### src/gdic_pkg.sv
package gdic_pkg;

	// Serial frame length in bits, and the width of its bit counter.
	localparam int unsigned FRAME_BITS = 16;
	localparam int unsigned FRAME_CNT_W = 5;

	// Fault vector layout: bit 0 is the shoot-through fault, the rest come from outside.
	localparam int unsigned FAULT_W = 8;
	localparam int unsigned FAULT_STP_BIT = 0;

	// Converter result width, which also sets the duty-cycle output resolution.
	localparam int unsigned ADC_W = 10;

	// Host-side timing limits, kept for reference by the bench.
	localparam int unsigned SERIAL_CLK_MAX_HZ = 4000000;
	localparam int unsigned PWM_MIN_HZ = 1000;
	localparam int unsigned PWM_MAX_HZ = 50000;

	// Reset values of the pin-side outputs.
	localparam logic RST_FAULT_ALARM_N = 1'b1;
	localparam logic RST_WARNING_N = 1'b1;
	localparam logic RST_PULLUP = 1'b0;
	localparam logic RST_PULLDOWN = 1'b0;
	localparam logic RST_SDO = 1'b0;

	// Drive selection for the gate stage.
	typedef enum logic [1:0] {
		GDIC_DRV_OFF = 2'b00,
		GDIC_DRV_PWM = 2'b01,
		GDIC_DRV_FORCE = 2'b11
	} gdic_drive_e;

endpackage : gdic_pkg

### src/gdic_sync.sv
module gdic_sync #(
	parameter int unsigned WIDTH = 1,
	parameter logic [WIDTH-1:0] RST_VAL = '0
) (
	input wire logic mclk,
	input wire logic rst_n,
	input wire logic [WIDTH-1:0] asyncIn,
	output logic [WIDTH-1:0] syncOut
);

	logic [WIDTH-1:0] stage1_reg;

	// The first stage feeds only the second stage.
	always_ff @(posedge mclk or negedge rst_n) begin
		if (!rst_n) begin
			stage1_reg <= RST_VAL;
			syncOut <= RST_VAL;
		end else begin
			stage1_reg <= asyncIn;
			syncOut <= stage1_reg;
		end
	end

endmodule : gdic_sync

### src/gdic_top.sv
module gdic_top
	import gdic_pkg::*;
#(
	parameter int unsigned N_FAULT = FAULT_W,
	parameter int unsigned N_ADC = ADC_W
) (
	input wire logic mclk,
	input wire logic rst_n,
	input wire logic pwmPos,
	input wire logic pwmNeg,
	input wire logic shortCircuitForceEnable,
	input wire logic shortCircuitForceLevel,
	input wire logic analogInputFive,
	input wire logic analogInputSix,
	input wire logic serialClk,
	input wire logic serialSelectN,
	input wire logic serialDataIn,
	input wire logic driverEnable,
	input wire logic aiFiveForceEnableSel,
	input wire logic aiSixForceLevelSel,
	input wire logic [N_FAULT-1:0] faultIn,
	input wire logic [N_FAULT-1:0] faultMask,
	input wire logic [N_FAULT-1:0] warningAssign,
	input wire logic warningPwmMode,
	input wire logic [N_ADC-1:0] adcValue,
	input wire logic adcRefInternalOff,
	input wire logic [FRAME_BITS-1:0] txWord,
	output logic gatePullupOutput,
	output logic gatePulldownOutput,
	output logic shootThroughFault,
	output logic faultAlarmN,
	output logic warningOutN,
	output logic adcRefEnable,
	output logic serialDataOut,
	output logic [FRAME_BITS-1:0] rxWord,
	output logic rxValid
);

	localparam int unsigned N_PIN = 8;

	logic [N_PIN-1:0] pinSync;
	logic pwmPosS;
	logic pwmNegS;
	logic forceEnS;
	logic forceLvlS;
	logic aiFiveS;
	logic aiSixS;
	logic sclkS;
	logic selNS;

	logic sclkPrev_reg;
	logic selNPrev_reg;
	logic sdiPrev_reg;
	logic [FRAME_BITS-1:0] rxShift_reg;
	logic [FRAME_BITS-1:0] txShift_reg;
	logic [FRAME_CNT_W-1:0] bitCnt_reg;
	logic [N_ADC-1:0] pwmCnt_reg;

	logic sclkRise;
	logic sclkFall;
	logic selFall;
	logic selRise;
	logic forceActive;
	logic forceLevel;
	logic overlap;
	logic [N_FAULT-1:0] faultVec;
	logic [N_FAULT-1:0] faultLive;
	gdic_drive_e driveSel;

	// Select is the lowest bit and idles high, so its stages reset high and no false edge follows reset.
	gdic_sync #(
		.WIDTH(N_PIN),
		.RST_VAL(N_PIN'(1))
	) u_pinSync (
		.mclk(mclk),
		.rst_n(rst_n),
		.asyncIn({pwmPos, pwmNeg, shortCircuitForceEnable, shortCircuitForceLevel,
			analogInputFive, analogInputSix, serialClk, serialSelectN}),
		.syncOut(pinSync)
	);

	assign {pwmPosS, pwmNegS, forceEnS, forceLvlS, aiFiveS, aiSixS, sclkS, selNS} = pinSync;

	// Serial data is sampled through its own pair of flip-flops, aligned with the clock.
	logic sdiSync1_reg;
	logic sdiS;
	always_ff @(posedge mclk or negedge rst_n) begin
		if (!rst_n) begin
			sdiSync1_reg <= 1'b0;
			sdiS <= 1'b0;
		end else begin
			sdiSync1_reg <= serialDataIn;
			sdiS <= sdiSync1_reg;
		end
	end

	// Gate drive selection.
	always_comb begin
		forceActive = forceEnS | (aiFiveForceEnableSel & aiFiveS);
		if (!forceEnS && aiSixForceLevelSel) begin
			forceLevel = aiSixS;
		end else begin
			forceLevel = forceLvlS;
		end
		if (forceActive) begin
			driveSel = GDIC_DRV_FORCE;
		end else if (driverEnable) begin
			driveSel = GDIC_DRV_PWM;
		end else begin
			driveSel = GDIC_DRV_OFF;
		end
	end

	// Pull-up output high sources the gate.
	always_ff @(posedge mclk or negedge rst_n) begin
		if (!rst_n) begin
			gatePullupOutput <= RST_PULLUP;
		end else begin
			case (driveSel)
				GDIC_DRV_FORCE: begin
					gatePullupOutput <= forceLevel;
				end
				GDIC_DRV_PWM: begin
					gatePullupOutput <= pwmPosS;
				end
				default: begin
					gatePullupOutput <= 1'b0;
				end
			endcase
		end
	end

	// Pull-down output low sinks the gate; high releases it.
	always_ff @(posedge mclk or negedge rst_n) begin
		if (!rst_n) begin
			gatePulldownOutput <= RST_PULLDOWN;
		end else begin
			case (driveSel)
				GDIC_DRV_FORCE: begin
					gatePulldownOutput <= forceLevel;
				end
				GDIC_DRV_PWM: begin
					gatePulldownOutput <= pwmPosS;
				end
				default: begin
					gatePulldownOutput <= 1'b0;
				end
			endcase
		end
	end

	// Shoot-through detection and fault outputs.
	assign overlap = pwmPosS & pwmNegS;

	always_comb begin
		faultVec = faultIn;
		faultVec[FAULT_STP_BIT] = overlap;
		faultLive = faultVec & ~faultMask;
	end

	always_ff @(posedge mclk or negedge rst_n) begin
		if (!rst_n) begin
			shootThroughFault <= 1'b0;
		end else begin
			shootThroughFault <= overlap;
		end
	end

	always_ff @(posedge mclk or negedge rst_n) begin
		if (!rst_n) begin
			faultAlarmN <= RST_FAULT_ALARM_N;
		end else begin
			faultAlarmN <= ~(|faultLive);
		end
	end

	// Free-running duty-cycle counter for the warning output in PWM mode.
	always_ff @(posedge mclk or negedge rst_n) begin
		if (!rst_n) begin
			pwmCnt_reg <= '0;
		end else begin
			pwmCnt_reg <= pwmCnt_reg + N_ADC'(1);
		end
	end

	always_ff @(posedge mclk or negedge rst_n) begin
		if (!rst_n) begin
			warningOutN <= RST_WARNING_N;
		end else if (warningPwmMode) begin
			warningOutN <= (pwmCnt_reg < adcValue);
		end else begin
			warningOutN <= ~(|(faultLive & warningAssign));
		end
	end

	always_ff @(posedge mclk or negedge rst_n) begin
		if (!rst_n) begin
			adcRefEnable <= 1'b1;
		end else begin
			adcRefEnable <= ~adcRefInternalOff;
		end
	end

	// Serial slave: edges of the sampled clock and select.
	always_ff @(posedge mclk or negedge rst_n) begin
		if (!rst_n) begin
			sclkPrev_reg <= 1'b0;
		end else begin
			sclkPrev_reg <= sclkS;
		end
	end

	// Select history resets to its idle level, like its synchroniser stages.
	always_ff @(posedge mclk or negedge rst_n) begin
		if (!rst_n) begin
			selNPrev_reg <= 1'b1;
		end else begin
			selNPrev_reg <= selNS;
		end
	end

	// One system clock of data history, so the bit taken is the one that stood before the edge.
	always_ff @(posedge mclk or negedge rst_n) begin
		if (!rst_n) begin
			sdiPrev_reg <= 1'b0;
		end else begin
			sdiPrev_reg <= sdiS;
		end
	end

	assign sclkRise = ~selNS & sclkS & ~sclkPrev_reg;
	assign sclkFall = ~selNS & ~sclkS & sclkPrev_reg;
	assign selFall = ~selNS & selNPrev_reg;
	assign selRise = selNS & ~selNPrev_reg;

	// Receive: data that stood before the falling edge is taken.
	always_ff @(posedge mclk or negedge rst_n) begin
		if (!rst_n) begin
			rxShift_reg <= '0;
		end else if (sclkFall && !selFall) begin
			rxShift_reg <= {rxShift_reg[FRAME_BITS-2:0], sdiPrev_reg};
		end
	end

	// The bit count saturates at a full word, so an overlong frame keeps its last word.
	always_ff @(posedge mclk or negedge rst_n) begin
		if (!rst_n) begin
			bitCnt_reg <= '0;
		end else if (selFall) begin
			bitCnt_reg <= '0;
		end else if (sclkFall && bitCnt_reg != FRAME_CNT_W'(FRAME_BITS)) begin
			bitCnt_reg <= bitCnt_reg + FRAME_CNT_W'(1);
		end
	end

	// A frame is delivered only if select rises after at least a full word.
	always_ff @(posedge mclk or negedge rst_n) begin
		if (!rst_n) begin
			rxWord <= '0;
		end else if (selRise && bitCnt_reg == FRAME_CNT_W'(FRAME_BITS)) begin
			rxWord <= rxShift_reg;
		end
	end

	always_ff @(posedge mclk or negedge rst_n) begin
		if (!rst_n) begin
			rxValid <= 1'b0;
		end else begin
			rxValid <= selRise && bitCnt_reg == FRAME_CNT_W'(FRAME_BITS);
		end
	end

	// Transmit: word loaded at select fall, next bit presented on each rising edge.
	always_ff @(posedge mclk or negedge rst_n) begin
		if (!rst_n) begin
			txShift_reg <= '0;
			serialDataOut <= RST_SDO;
		end else if (selFall) begin
			txShift_reg <= txWord;
			serialDataOut <= txWord[FRAME_BITS-1];
		end else if (sclkRise) begin
			serialDataOut <= txShift_reg[FRAME_BITS-1];
			txShift_reg <= {txShift_reg[FRAME_BITS-2:0], 1'b0};
		end else if (selNS) begin
			serialDataOut <= RST_SDO;
		end
	end

endmodule : gdic_top

### config.mk
export PLATFORM = sky130hd
export DESIGN_NAME = gdic_top
export DESIGN_NICKNAME = d
export VERILOG_FILES = /design/src/gdic_pkg.sv /design/src/gdic_sync.sv /design/src/gdic_top.sv
export SDC_FILE = /design/constraint.sdc
export NUM_CORES = 1
export LEC_CHECK = 0
export BUFFER_PORTS_ARGS = -buffer_cell sky130_fd_sc_hd__buf_2
export CAP_MARGIN = 20
export CELL_PAD_IN_SITES_DETAIL_PLACEMENT = 1
export CELL_PAD_IN_SITES_GLOBAL_PLACEMENT = 1
export CORE_UTILIZATION = 38
export CTS_CLUSTER_DIAMETER = 50
export DETAILED_ROUTE_END_ITERATION = 10
export PLACE_DENSITY = 0.83
export SLEW_MARGIN = 40
export SYNTH_ARGS = -nofsm -noshare
export SYNTH_HDL_FRONTEND = slang
export SYNTH_SLANG_ARGS = --single-unit
### constraint.sdc
create_clock -name mclk -period 1.7 [get_ports mclk]
set_input_delay 0.085 -clock mclk [delete_from_list [all_inputs] [get_ports mclk]]
set_output_delay 0.085 -clock mclk [all_outputs]
set_load 0.05 [all_outputs]
; Word-level counts from Yosys, hierarchy flattened
; Cells that the tools add are included.
[totals]
regBits = 91
output_inout_bits = 24
wordCells = 68
[op_classes]
addsub = 2
n_lt_le_gt_ge = 1
n_eq_ne = 4
mux = 12
bitwise = 19
n_reduce_logical = 11
[op_table]
columns = operator, count
row1 = $mux W16, 2
row2 = $and A8 B8 Y8, 2
row3 = $reduce_or A8 Y1, 2
row4 = $add A10 B1 Y10 const B, 1
row5 = $lt A10 B10 Y1, 1
row6 = $mux W5, 2
row7 = $and A1 B1 Y1, 8
row8 = $not A8 Y8, 1
row9 = $not A1 Y1, 7
row10 = $mux W1, 6
row11 = $add A5 B1 Y5 const B, 1
row12 = $eq A5 B5 Y1 const B, 1
row13 = $ne A5 B5 Y1 const B, 1
row14 = $logic_and A1 B1 Y1, 4
row15 = $reduce_bool A2 Y1, 2
row16 = $reduce_bool A3 Y1, 1
row17 = $eq A2 B1 Y1 const B, 1
row18 = $eq A2 B2 Y1 const B, 1
row19 = $logic_not A1 Y1, 2
row20 = $mux W2, 1
row21 = $pmux W1 S2, 1
row22 = $or A1 B1 Y1, 1

; Logic depth before layout (Yosys ltp)
[depth]
ltp_word = 6
mapped_depth = 6
depth_no_buf = 6

; Hierarchy
; From an unflattened synthesis, not the netlist that was laid out.
[unflattened]
cells_unflattened = 287
hier_area_um2 = 3766.1
[by_module_without_submodules]
columns = mod, n_inst, cells_per_inst, area_per_inst_um2, seq_area_each_um2
row1 = gdic_top, 1, 271, 3363.2, 1881.8
row2 = gdic_sync, 1, 16, 402.9, 402.9

; Worst setup path after synthesis
; OpenSTA, ideal clock, no wires.
[synth_path]
path_kind = register to register
startpoint = register bitCnt_reg[0]
endpoint = register rxWord[10]
setup_time_ns = 0.125
t_arrival_ns = 1.496
setup_slack_ns = 0.079
stages_incl_launch_ff = 7
n_path_buf = 1
synth_period_minus_slack_ns = 1.621
cell_sequence = dfrtp_1 -> inv_1 -> ha_1 -> and4bb_2 -> nand3_4 -> buf_4 -> mux2_2
[synth_between]
elab_chain_len = 2
[synth_rtl]
columns = item, line
row1 = from (decl), gdic_top.sv:56  ; logic [FRAME_CNT_W-1:0] bitCnt_reg;
row2 = from (signal assigned), gdic_top.sv:252  ; bitCnt_reg <= bitCnt_reg + FRAME_CNT_W'(1);
row3 = $eq A5 B5 Y1, gdic_top.sv:260  ; end else if (selRise && bitCnt_reg == FRAME_CNT_W'(FRAME_BITS)) begin
row4 = $logic_and A1 B1 Y1, gdic_top.sv:260
row5 = to (signal assigned), gdic_top.sv:261  ; rxWord <= rxShift_reg;
row6 = to (decl), gdic_top.sv:35  ; output logic [FRAME_BITS-1:0] rxWord,
; No other way between the ends.
; A chain may end at the register's enable or synchronous reset.

; Worst setup path after layout
[layout_path]
startpoint = register bitCnt_reg[1]
endpoint = register rxWord[4]
; The elaborated chain is that of the path after synthesis.

==> flow_summary.ini <==
[critical_path]
max_stage_delay_ns = 0.42
required_ns = 1.94
crit_chain = inv_1, ha_1, and4bb_2, nand3_4, mux2_2
cp-start-kind = flip-flop
crit_arrival_ns = 1.90
critical-path-top-delay-family = simple AND/OR/NAND/NOR gates
endpoint_kind = flip-flop
cp_max_fo = 17
crit_type = reg2reg
cp_slowest_cell = dfrtp_1
worst-path-buf-inv = 1

[yosys]
ys_seq_area_frac = 0.606
synth_area_leaders = dfrtp_1 56%, mux2_2 6.6%, mux2i_1 4.2%
synth_top_cell_area_share = 0.564
syn_area_sq_um = 3770
synthCells = 288
synth.avg_cell_area_sq_um = 13.1
yosys_warnings = 0
synth_cell_type_count = 41
synth-seq-cells = 91
synth_top_cell_by_area = dfrtp_1
synth_nets = 366

[cells_and_area]
layoutNonFillerInstCount = 536
synthToLayoutAreaGrowth_pct = 26.8
num-nets-final = 480
postLayoutCellArea_sq_um = 4780
post-route-util = 0.508
drive_gt1_frac = 0.361
fill_cells = 1024
layout_common_cells = 87 x buf_2, 85 x dfrtp_1, 22 x mux2_2, 20 x o21ai_0, 19 x nand2_1
multiInputGateArea_sq_um = 1380
regArea_sq_um = 2280
antenna_cells = 0
final_common_cell = buf_2

[detailed_routing]
drt_wl_total_um = 7870
firstDrtPassIters = 4
drtIter0Drc = 100
wl_per_cell_um = 14.7
drc = 0
vias = 2546
ant_nets = 0
viasPerCell = 4.75

[pwr]
peakVddDrop_uv = 506
clkPwrFrac = 0.343
p_sw_frac = 0.258
powerDensity_nw_per_um2 = 927
intPower_mw = 3.29
power_frac_comb = 0.110
seqPwrFrac = 0.547
p_sw_mw = 1.14
leakage_nw = 2.43

[run]
drv_cap = 0

[place]
placed_area_sq_um = 4400
preCtsSetupSlack_ns = 0.0623
io_buffers = 88
dp.cells = 503
dp.final_hpwl_um = 5430
place_congestion = 0.745

[grt]
top_usage_layer = met2
grt_overflow = 0
gr-usage-met1 = 0.193
grt_max_degree = 40
met3_usage = 0.0449
track_usage = 0.166
grt_first_pass_wirelength_um = 13000
antenna_found_initial = 0
grt_pass1_vias = 2747
grt.met2_usage = 0.297

[sta]
setup_slack_ns = 0.0384
period_needed_ns = 1.66
rsz0062_at_grt = true
worstMarginPinSlew_ns = 0.601
slew_viol_final = 0
setup_viol = 0
period_share = 0.977
clock.fmax_mhz = 602
finalClockSkew_ns = 0.0136
slew_headroom = 0.599
finalHoldViolations = 0

[cts]
cts_buffer_depth = 2
clock-sinks = 91
clk_latency_ns = 0.36
htree_levels = 3
cts_buffers = 9
tritoncts = done
clk_pin_slew_ns = 0.09
cts_root_buf = clkbuf_8

[die]
rows = 35
design.die.area_sq_um = 10300
die_w_um = 102
core_sq_um = 9420
chipHeight_um = 102
start_util = 0.400
io_pins = 90

[worst_hold_path]
hold_path.class = in2reg

[outcome]
outcome = finished clean
## cell usage after synthesis
| cell type | n |
|---|---|
| nand2_1 | 19 |
| ha_1 | 12 |
| xnor2_1 | 9 |
| a221oi_1 | 1 |
| o211ai_1 | 1 |
| buf_4 | 3 |
| nor2_1 | 6 |
| a31oi_1 | 1 |
| nand4b_1 | 1 |
| nor3b_1 | 1 |
| nor2b_1 | 8 |
| buf_6 | 2 |
| clkbuf_1 | 3 |
| nand4_1 | 7 |
| nand3_1 | 6 |
| dfrtp_1 | 85 |
| nor4_1 | 2 |
| mux2i_1 | 16 |
| nor2_2 | 1 |
| nand2b_1 | 3 |
| o31ai_1 | 1 |
| and3_1 | 2 |
| a21oi_1 | 7 |
| a21o_1 | 1 |
| nand3_4 | 1 |
| nor3b_2 | 1 |
| a22o_1 | 1 |
| a22oi_1 | 2 |
| nor2_8 | 1 |
| xor2_1 | 3 |
| o21ai_0 | 20 |
| nand3b_1 | 1 |
| o21bai_1 | 1 |
| and4bb_2 | 1 |
| dfstp_2 | 6 |
| and4_1 | 1 |
| mux2_2 | 22 |
| inv_1 | 17 |
| or3b_4 | 1 |
| and4b_1 | 1 |
| mux2_1 | 10 |
## kinds of logic (layout without fill, tap and decap cells)
group / after synthesis / after routing / share of synthesized area
adders and majority gates: 12 / 12 / 0.0398
AOI/OAI and AO/OA: 36 / 36 / 0.0541
muxes: 48 / 48 / 0.138
and+or+nand+nor: 64 / 64 / 0.102
xor gates and xnor gates: 12 / 12 / 0.0279
buffers and inverters: 25 / 144 / 0.0319
DFF: 91 / 91 / 0.606
## power by group through the flow
| stage | registers [mW] | logic (mW) | clock network [mW] |
|---|---|---|---|
| 6_report | 2.42 | 0.488 | 1.52 |
| 3_5_place_dp | 2.47 | 0.465 | 0 |
| 2_1_floorplan | 2.47 | 0.225 | 0 |
| 3_3_place_gp | 2.45 | 0.432 | 0 |
| 4_1_cts | 2.43 | 0.495 | 1.58 |
| 5_1_grt | 2.45 | 0.550 | 1.68 |
## final cells by class
type | count | area share
timing repair buffer | 111 | 0.142
inverter | 17 | 0.0134
clock inverter | 6 | 0.0147
tap | 129 | 0.0338
sequential | 91 | 0.478
clock buffer | 10 | 0.0288
multi-input combinational | 172 | 0.289
## layer usage
| metal | up-vias | wire [um] | share of wire |
|---|---|---|---|
| li1 | 1220 | - | - |
| met1 | 1243 | 3310 | 0.42 |
| met4 | 0 | 102 | 0.013 |
| met2 | 73 | 4040 | 0.51 |
| met5 | - | 0 | 0 |
| met3 | 10 | 417 | 0.053 |
## path summary, 6_finish.rpt
path	startpoint	to	slack, ns	cells past startpoint
setup / recovery	bitCnt_reg[1]$_DFFE_PN0P_	rxWord[4]$_DFFE_PN0P_	0.04	5
hold / removal	txWord[11]	txShift_reg[11]$_DFFE_PN0P_	0.02	3
setup reg to reg	bitCnt_reg[1]$_DFFE_PN0P_	rxWord[4]$_DFFE_PN0P_	0.04	5
hold reg to reg	u_pinSync.stage1_reg[7]$_DFF_PN0_	u_pinSync.syncOut[7]$_DFF_PN0_	0.36	0
max in group asynchronous	rst_n	txShift_reg[1]$_DFFE_PN0P_	0.82	3
min in group asynchronous	rst_n	pwmCnt_reg[5]$_DFF_PN0_	0.22	2
## worst register-to-register path: cells and delay by family, from the launching register on
kind	cells	cell delay, ns
buffers and inverters	1	0.07
flip-flops	1	0.42
multiplexers	1	0.36
adder cells (fa/ha/maj)	1	0.13
AND/OR/NAND/NOR	2	0.56
## timing repair
| item | in CTS | in global routing |
|---|---|---|
| gates resized for setup | 0 | 2 |
| setup endpoints to repair | 0 | 24 |
| hold buffers | 16 | 0 |
| buffers inserted | 0 | 1 |
| endpoints found under the hold margin | 45 | 0 |
## through the flow
stage                     total power [mW]  setup TNS (ns)  hold slack, ns
after floorplan                       2.70               0          -0.211
after global placement                2.89               0          0.0681
after detailed placement              2.93               0          0.0703
after CTS                             4.50               0         0.00960
after global routing                  4.68          -0.400          0.0161
final                                 4.43               0          0.0201
(Power assumes the default switching activity.)
